===== src/inc/adc_trig_pkg.sv =====
// shared constants and types for the converter trigger and monitor block
package adc_trig_pkg;
  localparam int ADDR_W = 8;
  // register byte offsets
  localparam logic [ADDR_W-1:0] OFS_TRIG_CTRL = 8'h00;
  localparam logic [ADDR_W-1:0] OFS_MON0_CFG = 8'h04;
  localparam logic [ADDR_W-1:0] OFS_CMP0 = 8'h08;
  localparam logic [ADDR_W-1:0] OFS_CLK_SET = 8'h0c;
  localparam logic [ADDR_W-1:0] OFS_IRQ_STAT = 8'h10;
  localparam logic [ADDR_W-1:0] OFS_IRQ_MASK = 8'h14;
  // trigger control field positions
  localparam int POS_PRIO_SRC = 7;
  localparam int POS_PRIO_EN = 6;
  localparam int POS_NORM_SRC = 5;
  localparam int POS_NORM_EN = 4;
  // monitor config field positions
  localparam int POS_MON_DIR = 5;
  localparam int POS_MON_SEL = 1;
  localparam int POS_MON_EN = 0;
  // soft reset key sequence
  localparam logic [1:0] KEY_FIRST = 2'h2;
  localparam logic [1:0] KEY_SECOND = 2'h1;
  // result field position in a result word
  localparam int POS_RESULT = 6;
  localparam int RES_W = 10;
  localparam int CLK_SET_W = 4;
  localparam logic [CLK_SET_W-1:0] CLK_SET_RST = 4'h0;
  localparam logic [7:0] TRIG_CTRL_RST = 8'h00;
  localparam logic [7:0] MON0_CFG_RST = 8'h00;
  localparam logic [RES_W-1:0] CMP0_RST = 10'h000;
  localparam logic [1:0] RESP_OKAY = 2'h0;
  localparam logic [1:0] RESP_SLVERR = 2'h2;
  // irq status bit positions
  localparam int IRQ_MON0 = 0;
  localparam int IRQ_SRST = 1;
  localparam int IRQ_W = 2;

  typedef struct packed {
    logic prio_trig_source_sel;
    logic prio_hw_trig_enable;
    logic norm_trig_source_sel;
    logic norm_hw_trig_enable;
  } trig_cfg_t;

  typedef struct packed {
    logic monitor0_direction;
    logic [3:0] monitor0_target_sel;
    logic monitor0_enable;
  } mon_cfg_t;

  typedef enum logic [1:0] {
    KEY_IDLE = 2'b01,
    KEY_ARMED = 2'b10
  } key_state_t;
endpackage : adc_trig_pkg


===== src/rtl/adc_trigger_and_monitor_config.sv =====
// converter trigger routing, keyed soft reset and monitor 0 with axi4-lite
`timescale 1ns/100ps
module adc_trigger_and_monitor_config
  import adc_trig_pkg::*;
#(
  parameter int NUM_RES = 8
) (
  input wire logic mclk, // 125 MHz clock
  input wire logic rst_n, // async reset, active low
  input wire logic clk_en, // freezes all state when low
  input wire logic [ADDR_W-1:0] s_awaddr, // write address
  input wire logic s_awvalid, // write address valid
  output logic s_awready, // write address ready
  input wire logic [31:0] s_wdata, // write data
  input wire logic [3:0] s_wstrb, // write strobes
  input wire logic s_wvalid, // write data valid
  output logic s_wready, // write data ready
  output logic [1:0] s_bresp, // write response
  output logic s_bvalid, // write response valid
  input wire logic s_bready, // write response ready
  input wire logic [ADDR_W-1:0] s_araddr, // read address
  input wire logic s_arvalid, // read address valid
  output logic s_arready, // read address ready
  output logic [31:0] s_rdata, // read data
  output logic [1:0] s_rresp, // read response
  output logic s_rvalid, // read valid
  input wire logic s_rready, // read ready
  input wire logic ext_trig, // external trigger event pulse
  input wire logic timer_a_match, // timer a compare match pulse
  input wire logic timer_b_match, // timer b compare match pulse
  input wire logic [NUM_RES-1:0] res_store, // normal result stored pulses
  input wire logic [NUM_RES*16-1:0] res_words, // normal result words
  input wire logic prio_store, // priority result stored pulse
  input wire logic [15:0] prio_word, // priority result word
  output logic prio_hw_start, // top-priority hw start pulse
  output logic norm_hw_start, // normal hw start pulse
  output logic soft_reset, // converter soft reset pulse
  output logic mon0_irq_pulse, // monitor 0 request pulse
  output logic [CLK_SET_W-1:0] conv_clock_setting, // conversion clock
  output logic irq // level interrupt
);
  trig_cfg_t trig_ff, nxt_trig;
  mon_cfg_t mon_ff, nxt_mon;
  logic [RES_W-1:0] cmp0_ff, nxt_cmp0;
  logic [CLK_SET_W-1:0] clk_ff, nxt_clk;
  logic [IRQ_W-1:0] stat_ff, nxt_stat, mask_ff, nxt_mask;
  key_state_t key_ff, nxt_key;
  logic srst_ff, nxt_srst, st0_ff, nxt_st0;
  logic mon_ff_pulse, nxt_mon_pulse;
  logic prio_ff, nxt_prio, norm_ff, nxt_norm;
  logic aw_ff, nxt_aw, w_ff, nxt_w, b_ff, nxt_b, r_ff, nxt_r;
  logic [ADDR_W-1:0] awa_ff, nxt_awa;
  logic [31:0] wd_ff, nxt_wd, rd_ff, nxt_rd;
  logic [1:0] br_ff, nxt_br, rr_ff, nxt_rr;
  logic [RES_W-1:0] res_val [NUM_RES];
  logic [RES_W-1:0] sel_val;
  logic sel_store, hit, do_wr, do_rd, prio_src, norm_src;

  // result field extraction per channel
  genvar gi;
  generate
    for (gi = 0; gi < NUM_RES; gi++) begin : g_res
      assign res_val[gi] = res_words[gi*16+POS_RESULT +: RES_W];
    end
  endgenerate

  always_comb begin
    sel_val = prio_word[POS_RESULT +: RES_W];
    sel_store = prio_store;
    if (!mon_ff.monitor0_target_sel[3]) begin
      sel_val = res_val[mon_ff.monitor0_target_sel[2:0]];
      sel_store = res_store[mon_ff.monitor0_target_sel[2:0]];
    end
  end

  always_comb begin
    if (mon_ff.monitor0_direction)
      hit = sel_val > cmp0_ff;
    else
      hit = sel_val < cmp0_ff;
  end

  assign prio_src = trig_ff.prio_trig_source_sel ? timer_a_match : ext_trig;
  assign norm_src = trig_ff.norm_trig_source_sel ? timer_b_match : ext_trig;

  assign do_wr = aw_ff && w_ff && !b_ff;
  assign do_rd = s_arvalid && s_arready;
  assign s_awready = !aw_ff && !b_ff;
  assign s_wready = !w_ff && !b_ff;
  assign s_arready = !r_ff;

  always_comb begin
    nxt_aw = aw_ff;
    nxt_w = w_ff;
    nxt_b = b_ff;
    nxt_awa = awa_ff;
    nxt_wd = wd_ff;
    nxt_br = br_ff;
    nxt_r = r_ff;
    nxt_rd = rd_ff;
    nxt_rr = rr_ff;
    nxt_trig = trig_ff;
    nxt_mon = mon_ff;
    nxt_cmp0 = cmp0_ff;
    nxt_clk = clk_ff;
    nxt_mask = mask_ff;
    nxt_stat = stat_ff;
    nxt_key = key_ff;
    nxt_srst = 1'b0;
    nxt_prio = trig_ff.prio_hw_trig_enable && prio_src;
    // normal gating, ext trig reserved for prio when prio is enabled on ext
    nxt_norm = trig_ff.norm_hw_trig_enable && norm_src &&
      !(!trig_ff.norm_trig_source_sel && !trig_ff.prio_trig_source_sel &&
        trig_ff.prio_hw_trig_enable);
    nxt_mon_pulse = mon_ff.monitor0_enable && sel_store && hit;
    if (s_awvalid && s_awready) begin
      nxt_aw = 1'b1;
      nxt_awa = s_awaddr;
    end
    if (s_wvalid && s_wready) begin
      nxt_w = 1'b1;
      nxt_wd = s_wdata;
    end
    if (do_wr) begin
      nxt_aw = 1'b0;
      nxt_w = 1'b0;
      nxt_b = 1'b1;
      nxt_br = RESP_OKAY;
      case (awa_ff)
        OFS_TRIG_CTRL: begin
          if (st0_ff) begin
            nxt_trig = trig_cfg_t'(wd_ff[POS_NORM_EN +: 4]);
            if (key_ff == KEY_ARMED && wd_ff[1:0] == KEY_SECOND) begin
              nxt_srst = 1'b1;
              nxt_key = KEY_IDLE;
            end else if (wd_ff[1:0] == KEY_FIRST) begin
              nxt_key = KEY_ARMED;
            end else begin
              nxt_key = KEY_IDLE;
            end
          end
        end
        OFS_MON0_CFG: if (st0_ff) nxt_mon = mon_cfg_t'(wd_ff[5:0]);
        OFS_CMP0: nxt_cmp0 = wd_ff[RES_W-1:0];
        OFS_CLK_SET: nxt_clk = wd_ff[CLK_SET_W-1:0];
        OFS_IRQ_STAT: nxt_stat = stat_ff & ~wd_ff[IRQ_W-1:0];
        OFS_IRQ_MASK: nxt_mask = wd_ff[IRQ_W-1:0];
        default: nxt_br = RESP_SLVERR;
      endcase
    end
    if (b_ff && s_bready) nxt_b = 1'b0;
    // soft reset clears all but clock setting
    if (srst_ff) begin
      nxt_trig = trig_cfg_t'(TRIG_CTRL_RST[7:4]);
      nxt_mon = mon_cfg_t'(MON0_CFG_RST[5:0]);
      nxt_cmp0 = CMP0_RST;
      nxt_mask = '0;
      nxt_stat = '0;
    end
    // sticky set wins over clear
    if (mon_ff_pulse) nxt_stat[IRQ_MON0] = 1'b1;
    if (srst_ff) nxt_stat[IRQ_SRST] = 1'b1;
    if (do_rd) begin
      nxt_r = 1'b1;
      nxt_rr = RESP_OKAY;
      nxt_rd = 32'h0000_0000;
      case (s_araddr)
        OFS_TRIG_CTRL: nxt_rd[7:4] = trig_ff;
        OFS_MON0_CFG: nxt_rd[5:0] = mon_ff;
        OFS_CMP0: nxt_rd[RES_W-1:0] = cmp0_ff;
        OFS_CLK_SET: nxt_rd[CLK_SET_W-1:0] = clk_ff;
        OFS_IRQ_STAT: nxt_rd[IRQ_W-1:0] = stat_ff;
        OFS_IRQ_MASK: nxt_rd[IRQ_W-1:0] = mask_ff;
        default: nxt_rr = RESP_SLVERR;
      endcase
    end else if (r_ff && s_rready) begin
      nxt_r = 1'b0;
    end
  end

  always_comb begin
    nxt_st0 = st0_ff;
    if (s_wvalid && s_wready) nxt_st0 = s_wstrb[0];
  end

  always_ff @(posedge mclk or negedge rst_n) begin
    if (!rst_n) begin
      trig_ff <= trig_cfg_t'(TRIG_CTRL_RST[7:4]);
      mon_ff <= mon_cfg_t'(MON0_CFG_RST[5:0]);
      cmp0_ff <= CMP0_RST;
      clk_ff <= CLK_SET_RST;
      stat_ff <= '0;
      mask_ff <= '0;
      key_ff <= KEY_IDLE;
      srst_ff <= 1'b0;
      mon_ff_pulse <= 1'b0;
      prio_ff <= 1'b0;
      norm_ff <= 1'b0;
      aw_ff <= 1'b0;
      w_ff <= 1'b0;
      b_ff <= 1'b0;
      r_ff <= 1'b0;
      awa_ff <= '0;
      wd_ff <= '0;
      rd_ff <= '0;
      br_ff <= RESP_OKAY;
      rr_ff <= RESP_OKAY;
      st0_ff <= 1'b0;
    end else if (clk_en) begin
      trig_ff <= nxt_trig;
      mon_ff <= nxt_mon;
      cmp0_ff <= nxt_cmp0;
      clk_ff <= nxt_clk;
      stat_ff <= nxt_stat;
      mask_ff <= nxt_mask;
      key_ff <= nxt_key;
      srst_ff <= nxt_srst;
      mon_ff_pulse <= nxt_mon_pulse;
      prio_ff <= nxt_prio;
      norm_ff <= nxt_norm;
      aw_ff <= nxt_aw;
      w_ff <= nxt_w;
      b_ff <= nxt_b;
      r_ff <= nxt_r;
      awa_ff <= nxt_awa;
      wd_ff <= nxt_wd;
      rd_ff <= nxt_rd;
      br_ff <= nxt_br;
      rr_ff <= nxt_rr;
      st0_ff <= nxt_st0;
    end
  end

  assign s_bvalid = b_ff;
  assign s_bresp = br_ff;
  assign s_rvalid = r_ff;
  assign s_rdata = rd_ff;
  assign s_rresp = rr_ff;
  assign prio_hw_start = prio_ff;
  assign norm_hw_start = norm_ff;
  assign soft_reset = srst_ff;
  assign mon0_irq_pulse = mon_ff_pulse;
  assign conv_clock_setting = clk_ff;
  assign irq = |(stat_ff & mask_ff);

  // assertions
  property p_prio_route;
    @(posedge mclk) disable iff (!rst_n)
    clk_en && trig_ff.prio_hw_trig_enable && trig_ff.prio_trig_source_sel &&
      timer_a_match |=> prio_hw_start;
  endproperty
  a_prio_route: assert property (p_prio_route)
    else $error("timer a match did not start prio");
  property p_prio_block;
    @(posedge mclk) disable iff (!rst_n)
    clk_en && !trig_ff.prio_hw_trig_enable |=> !prio_hw_start;
  endproperty
  a_prio_block: assert property (p_prio_block)
    else $error("prio start while disabled");
  property p_norm_route;
    @(posedge mclk) disable iff (!rst_n)
    clk_en && trig_ff.norm_hw_trig_enable && trig_ff.norm_trig_source_sel &&
      timer_b_match |=> norm_hw_start;
  endproperty
  a_norm_route: assert property (p_norm_route)
    else $error("timer b match did not start normal");
  property p_norm_block;
    @(posedge mclk) disable iff (!rst_n)
    clk_en && !trig_ff.norm_hw_trig_enable |=> !norm_hw_start;
  endproperty
  a_norm_block: assert property (p_norm_block)
    else $error("normal start while disabled");
  property p_key;
    @(posedge mclk) disable iff (!rst_n)
    $rose(soft_reset) |-> $past(key_ff) == KEY_ARMED;
  endproperty
  a_key: assert property (p_key)
    else $error("soft reset without armed key");
  property p_srst_clear;
    @(posedge mclk) disable iff (!rst_n)
    soft_reset && clk_en |=> trig_ff == '0 && mon_ff == '0 &&
      clk_ff == $past(clk_ff);
  endproperty
  a_srst_clear: assert property (p_srst_clear)
    else $error("soft reset did not clear correctly");
  property p_ext_excl;
    @(posedge mclk) disable iff (!rst_n)
    clk_en && !trig_ff.prio_trig_source_sel && trig_ff.prio_hw_trig_enable
      && !trig_ff.norm_trig_source_sel |=> !norm_hw_start;
  endproperty
  a_ext_excl: assert property (p_ext_excl)
    else $error("ext trigger started both kinds");
  property p_mon_off;
    @(posedge mclk) disable iff (!rst_n)
    clk_en && !mon_ff.monitor0_enable |=> !mon0_irq_pulse;
  endproperty
  a_mon_off: assert property (p_mon_off)
    else $error("monitor pulse while disabled");
  property p_mon_dir;
    @(posedge mclk) disable iff (!rst_n)
    mon0_irq_pulse && $past(clk_en) |-> $past(mon_ff.monitor0_direction) ?
      $past(sel_val) > $past(cmp0_ff) : $past(sel_val) < $past(cmp0_ff);
  endproperty
  a_mon_dir: assert property (p_mon_dir)
    else $error("monitor pulse with wrong relation");
  property p_mon_one;
    @(posedge mclk) disable iff (!rst_n)
    mon0_irq_pulse && $past(clk_en) |-> $past(sel_store);
  endproperty
  a_mon_one: assert property (p_mon_one)
    else $error("monitor pulse without a store");
  c_srst: cover property (@(posedge mclk) soft_reset);
  c_mon: cover property (@(posedge mclk) mon0_irq_pulse);
  c_prio: cover property (@(posedge mclk) prio_hw_start);
  c_irq: cover property (@(posedge mclk) irq);
endmodule : adc_trigger_and_monitor_config


===== config.mk =====
export PLATFORM = sky130hd
export DESIGN_NAME = adc_trigger_and_monitor_config
export DESIGN_NICKNAME = d
export VERILOG_FILES = /design/src/inc/adc_trig_pkg.sv /design/src/rtl/adc_trigger_and_monitor_config.sv
export SDC_FILE = /design/constraint.sdc
export NUM_CORES = 1
export LEC_CHECK = 0
export BUFFER_PORTS_ARGS = -buffer_cell sky130_fd_sc_hd__buf_2
export CAP_MARGIN = 10
export CORE_AREA = 2 2 102 104
export DETAILED_ROUTE_END_ITERATION = 8
export DIE_AREA = 0 0 104 106
export PLACE_DENSITY = 0.81
export SETUP_SLACK_MARGIN = 0.02
export SLEW_MARGIN = 20
export SYNTH_ARGS = -nofsm -noshare
export SYNTH_HDL_FRONTEND = slang
export SYNTH_SLANG_ARGS = --single-unit

===== constraint.sdc =====
create_clock -name mclk -period 6.1 [get_ports mclk]
set_input_delay 0.305 -clock mclk [delete_from_list [all_inputs] [get_ports mclk]]
set_output_delay 0.305 -clock mclk [all_outputs]
set_load 0.02 [all_outputs]

==> results of run 1 <==
==> registers in the layout, summed over array words and instances, names as in the netlist, 2 cells and up <==
| register | count |
|---|---|
| s_rdata | 10 |
| trig_ff | 4 |
| key_ff | 2 |
| conv_clock_setting | 4 |
| mask_ff | 2 |
| wd_ff | 10 |
| mon_ff | 6 |
| awa_ff | 8 |
| stat_ff | 2 |
| cmp0_ff | 10 |
==> worst max-delay path: cells and delay by family, from the launching register on <==
| kind | cells | cell delay, ns |
|---|---|---|
| multiplexers | 2 | 0.55 |
| XOR/XNOR | 1 | 0.14 |
| flip-flops | 1 | 0.96 |
| adder cells (fa/ha/maj) | 1 | 0.34 |
| AO/OA/AOI/OAI | 5 | 1.23 |
==> cell type report <==
class | instances | area (sq um) | share of cell area
repair buffers | 165 | 833 | 0.157
clock buffers | 9 | 124 | 0.0234
multi-input cells | 273 | 2320 | 0.437
inverters | 19 | 71.3 | 0.0135
well taps | 136 | 170 | 0.0321
clock inverters | 7 | 57.6 | 0.0109
flip-flops and latches | 69 | 1730 | 0.326
==> cells in the mapped netlist, types with 2 or more instances <==
cell type   n  share of area
nand3b_1    2         0.0035
nand3_1     4         0.0046
mux2_2     37          0.097
o21ai_0    28          0.033
buf_4      24          0.042
o21a_1      2         0.0035
a2111oi_0   2         0.0041
inv_1      19          0.017
nor2b_1     7          0.010
o31ai_1     2         0.0035
nand4_1     4         0.0058
mux4_2     22           0.11
o41ai_1     2         0.0041
a22oi_1     4         0.0070
clkbuf_1    9         0.0078
nor2_1     11         0.0096
o22ai_1     4         0.0058
and2b_2     3         0.0061
nor3_1      3         0.0035
mux2_4      4          0.014
buf_6       2         0.0052
a22o_1      5          0.010
a22o_2      2         0.0046
buf_1       3         0.0026
a211oi_1    3         0.0052
dfrtp_1    68           0.39
ha_1       10          0.029
buf_2       4         0.0046
nand2_1    39          0.034
nand2b_1    2         0.0029
a21oi_1     9          0.010
mux2i_1    17          0.039
==> cells by family (layout without fill, tap and decap cells) <==
| kind of cell | after synthesis | count (layout) | synth area share |
|---|---|---|---|
| AOI/OAI and AO/OA | 70 | 70 | 0.105 |
| muxes | 80 | 80 | 0.265 |
| other | 1 | 24 | 0.000870 |
| xor gates and xnor gates | 1 | 1 | 0.00203 |
| and+or+nand+nor | 88 | 88 | 0.116 |
| adders and majority gates | 10 | 10 | 0.0290 |
| DFF | 69 | 69 | 0.401 |
| buffers and inverters | 62 | 200 | 0.0818 |
==> power by group through the flow <==
stage                     Sequential (mW)  Clock (mW)  Combinational (mW)
final                               0.701       0.339               0.501
after global routing                0.721       0.371               0.559
after CTS                           0.700       0.352               0.506
after detailed placement            0.708           0               0.504
after global placement              0.700           0               0.484
after floorplan                     0.679           0               0.373
==> metrics by stage <==
step                      setup WS, ns  cells
after floorplan                   3.18    404
after global placement            2.86    662
after detailed placement          2.72    662
after CTS                         2.70    678
after global routing              2.34    678
final                             2.75    678
==> path summary, 6_finish.rpt <==
kind                       slack [ns]              startpoint                         end
setup reg to reg                 2.75   mon_ff[2]$_DFFE_PN0P_  mon0_irq_pulse$_DFFE_PN0P_
hold reg to reg                  0.49  s_rdata[2]$_DFFE_PN0P_      s_rdata[2]$_DFFE_PN0P_
setup / recovery                 2.75   mon_ff[2]$_DFFE_PN0P_  mon0_irq_pulse$_DFFE_PN0P_
min in group mclk                0.18              s_wdata[3]        wd_ff[3]$_DFFE_PN0P_
max in group asynchronous        5.39                   rst_n        s_rvalid$_DFFE_PN0P_
hold / removal                   0.14                   rst_n        wd_ff[3]$_DFFE_PN0P_
==> routing by layer <==
layer | global-route usage | vias to the layer above
met5 | 0 | -
met4 | 0.0637 | 0
met3 | 0.0558 | 17
met2 | 0.347 | 114
met1 | 0.264 | 1720
li1 | - | 1662
==> flow_summary.json, run 1 <==
{
  "cp.required_ns": 6.34,
  "p_int_uw": 985,
  "drive_gt1_frac": 0.476,
  "holdWs_ns": 0.143,
  "worstRegToRegCells": 9,
  "coreArea_sq_um": 10000,
  "grt_pass1_wl_um": 18200,
  "fin_util": 0.530,
  "synth-seq-cells": 69,
  "h-tree-depth": 3,
  "clk-insertion-delay-late_ns": 0.35,
  "max_stage_delay_ns": 0.96,
  "drt_iter0_drc": 143,
  "rows": 37,
  "hp-class": "in2async",
  "combinationalPowerShare": 0.325,
  "numCtsBuffers": 9,
  "drt-pass1-iter-count": 4,
  "io_pins": 266,
  "criticalPathCategory": "reg2reg",
  "wire_per_inst_um": 16.4,
  "worstSetupEndpointType": "flop",
  "cts_resized": 0,
  "grt-ovfl-total": 0,
  "syn_inst": 381,
  "fillers": 915,
  "synth_area_per_cell_sq_um": 11.3,
  "min_period_ns": 3.35,
  "viasPerCell": 5.18,
  "die_w_um": 104,
  "grt_start_max_net_pins": 70,
  "arrival_ns": 3.58,
  "maxSlewHeadroom": 0.373,
  "drc": 0,
  "drt-met1-wl_um": 4750,
  "fp.dieArea_sq_um": 11000,
  "final_nets": 763,
  "tritoncts": "built",
  "ys.flop_type": "dfrtp_1",
  "startpoint_type": "flop",
  "rsz0062_at_grt": "no",
  "finalPower_mw": 1.54,
  "fin_crit_sh": 0.549,
  "ant_nets": 0,
  "seqPwrFrac": 0.455,
  "setup_viol_count_final": 0,
  "tns_ns": 0,
  "drt-total-wl_um": 11100,
  "yosysWarnings": 0,
  "start_util": 0.431,
  "p_sw_uw": 555,
  "finalClockSkew_ns": 0.0113,
  "ir_worst_vdd_mv": 0.240,
  "slowest_stage": "dfrtp_1",
  "final_common_cell": "buf_2",
  "wl_met3_um": 599,
  "vias": 3513,
  "n_antenna_cell": 0,
  "grt_pass1_vias": 3743,
  "path_cells": "mux4_2 -> mux2i_1 -> o21ai_0 -> ha_1 -> a21oi_1 -> o21ai_0 -> a2111oi_0 -> xnor2_1 -> o32ai_1",
  "synth_sequential_area_ratio": 0.401,
  "worst_slew_pin_slew_ns": 0.940,
  "power_leakage_nw": 2.55,
  "placed_area_sq_um": 5120,
  "clockBufferDepth": 2,
  "cap_violations": 0,
  "ys_async_sr_fraction": 1.00,
  "topRoutingLayerUsed": "met4",
  "grt_antenna_before_repair": 0,
  "hold_viol_final": 0,
  "die_y_um": 106,
  "fmax_mhz": 299,
  "clk_pin_slew_ns": 0.08,
  "area_delta_synth_final_pct": 23.0,
  "pwr-share-clk": 0.220,
  "netlist_area_sq_um": 4310,
  "path_common_cell": "o21ai_0",
  "met2WireLength_um": 5580,
  "synth_cell_type_count": 56,
  "grt.total_usage": 0.207,
  "port_buffers": 162,
  "worstPathMaxFanout": 24,
  "synth_edf_count": 0,
  "place_congestion": 0.816,
  "post-cts-setup-buffers": 0,
  "cts_num_sinks": 69,
  "power.density_nw_per_um2": 291,
  "postCtsHoldBufs": 0,
  "root_buffer": "clkbuf_8",
  "final_cell_mix": "162 x buf_2, 68 x dfrtp_1, 39 x nand2_1",
  "p_sw_frac": 0.360,
  "status": "finished clean",
  "finalMaxSlewViolations": 0,
  "dp_hpwl_um": 8970,
  "finish.instance_area_sq_um": 5300
}
(Power assumes the default switching activity.)
==> inputs of run 2 (changes only) <==
clock period = 3.51 ns   (was 6.1 ns; I/O delays follow)
==> run 2 against run 1 <==
First-iteration DRC count increased by 57%. Die area is the same. Clock-buffer cell count up 1. Final cell count is 0.29% higher. Via count grew 1.9%. Sequential cell count unchanged. Critical path depth increased by 1. Clock power up 110%. Design area grew 1.3%. Global-route usage shrank 0.32 points. Highest routed layer unchanged.
==> flow_summary.json, run 2 (same netlist as run 1, synthesis figures left out) <==
{
  "root_buffer": "clkbuf_8",
  "cap_violations": 0,
  "io_pins": 266,
  "hp-class": "in2reg",
  "h-tree-depth": 3,
  "port_buffers": 162,
  "coreArea_sq_um": 10000,
  "final_common_cell": "buf_2",
  "hold_depth": 2,
  "cp.required_ns": 3.76,
  "drt-total-wl_um": 11200,
  "cts_num_sinks": 69,
  "power_leakage_nw": 2.59,
  "place_congestion": 0.820,
  "vias": 3578,
  "startpoint_type": "flop",
  "final_nets": 765,
  "placed_cells": 663,
  "drc": 0,
  "slowest_stage": "mux4_2",
  "arrival_ns": 3.30,
  "grt-ovfl-total": 0,
  "viasPerCell": 5.26,
  "power.density_nw_per_um2": 519,
  "max_stage_delay_ns": 0.53,
  "area_delta_synth_final_pct": 24.5,
  "hold_viol_final": 0,
  "grt_start_max_net_pins": 54,
  "fp.dieArea_sq_um": 11000,
  "ant_nets": 0,
  "setup_viol_count_final": 0,
  "tritoncts": "built",
  "grt_pass1_vias": 3486,
  "tns_ns": 0,
  "min_period_ns": 3.05,
  "path_common_cell": "o21ai_0",
  "fmax_mhz": 328,
  "die_w_um": 104,
  "ir_worst_vdd_mv": 0.406,
  "wire_per_inst_um": 16.5,
  "drive_gt1_frac": 0.474,
  "criticalPathCategory": "reg2reg",
  "start_util": 0.431,
  "worstRegToRegCells": 10,
  "numCtsBuffers": 9,
  "worstPathMaxFanout": 22,
  "fin_crit_sh": 0.870,
  "post-cts-setup-buffers": 0,
  "grt_pass1_wl_um": 17700,
  "rows": 37,
  "final_cell_mix": "161 x buf_2, 68 x dfrtp_1, 39 x nand2_1",
  "setup_ws_ns": 0.457,
  "dp_hpwl_um": 9060,
  "path_cells": "buf_12 -> mux4_2 -> mux2i_1 -> o21ai_0 -> ha_1 -> a21oi_1 -> o21ai_0 -> a2111oi_0 -> xnor2_1 -> o32ai_1",
  "clockBufferDepth": 2,
  "layout.cells.non_filler": 680,
  "drt_iter0_drc": 225,
  "clk_pin_slew_ns": 0.07,
  "worstSetupEndpointType": "flop",
  "worst_slew_pin_slew_ns": 0.728,
  "clk-insertion-delay-late_ns": 0.34,
  "status": "finished clean",
  "die_y_um": 106,
  "n_antenna_cell": 0,
  "grt.total_usage": 0.204,
  "finalMaxSlewViolations": 0,
  "fin_util": 0.537,
  "maxSlewHeadroom": 0.512,
  "grt_antenna_before_repair": 0,
  "finalClockSkew_ns": 0.00464,
  "rsz0062_at_grt": "no",
  "drt-pass1-iter-count": 4,
  "dp_worst_setup_slack_ns": 0.429,
  "finalPower_mw": 2.79
}
## run 2: changes by cell type in the layout (fill, tap and decap cells not counted)
| cell | change |
|---|---|
| buf_4 | +1 |
| dlygate4sd3_1 | +1 |
| clkinvlp_4 | -3 |
| buf_12 | +1 |
| clkinv_2 | +2 |
| inv_6 | -3 |
| buf_2 | -1 |
| bufinv_16 | +2 |
| clkbuf_1 | +1 |
| clkinv_4 | +1 |
## run 2: through the flow
step	hold slack [ns]	area (sq um)
after detailed placement	0.413	5140
after CTS	0.0440	5360
final	0.0593	5370
after global routing	0.0385	5370
after floorplan	-0.120	4400
after global placement	0.408	5140
## run 2: area by class of cell
cell class              count  area (sq um)
clock buffers              10           128
clock inverters             6          87.6
fillers                   922          4630
inverters                  19          71.3
multi-input cells         273          2320
flip-flops and latches     69          1730
well taps                 136           170
repair buffers            167           866
## run 2: worst paths after layout
check	startpoint	to	slack (ns)
max	mon_ff[1]$_DFFE_PN0P_	mon0_irq_pulse$_DFFE_PN0P_	0.46
min	s_awaddr[0]	awa_ff[0]$_DFFE_PN0P_	0.06
max reg2reg	mon_ff[1]$_DFFE_PN0P_	mon0_irq_pulse$_DFFE_PN0P_	0.46
min reg2reg	s_rdata[2]$_DFFE_PN0P_	s_rdata[2]$_DFFE_PN0P_	0.47
max in group asynchronous	rst_n	s_rdata[9]$_DFFE_PN0P_	2.42
min in group asynchronous	rst_n	conv_clock_setting[2]$_DFFE_PN0P_	0.41
## run 2: where the power goes
part / leakage [nW] / total (mW) / switching (mW) / internal [mW]
registers: 0.891 / 1.21 / 0.217 / 0.991
logic: 1.59 / 0.883 / 0.421 / 0.462
clock network: 0.110 / 0.696 / 0.296 / 0.400
total: 2.59 / 2.79 / 0.934 / 1.85
## run 2: timing repair
item | 4_1_cts | 5_1_grt
hold buffers | 0 | 1
gates resized for setup | 0 | 0
setup endpoints to repair | 0 | 0
endpoints found under the hold margin | 0 | 51
## run 2: metal layers
metal | routed length (um) | vias to the layer above | GRT usage
met5 | 0 | - | 0
met4 | 108 | 0 | 0.0415
met3 | 661 | 13 | 0.0546
met2 | 5780 | 117 | 0.344
met1 | 4660 | 1773 | 0.267
li1 | - | 1675 | -
## run 2: worst max-delay path: cells and delay by family (launching register included)
| family | cells | cell delay [ns] |
|---|---|---|
| AO/OA/AOI/OAI | 5 | 1.15 |
| flip-flops | 1 | 0.42 |
| adder cells (fa/ha/maj) | 1 | 0.33 |
| buffers and inverters | 1 | 0.23 |
| multiplexers | 2 | 0.67 |
| XOR/XNOR | 1 | 0.14 |
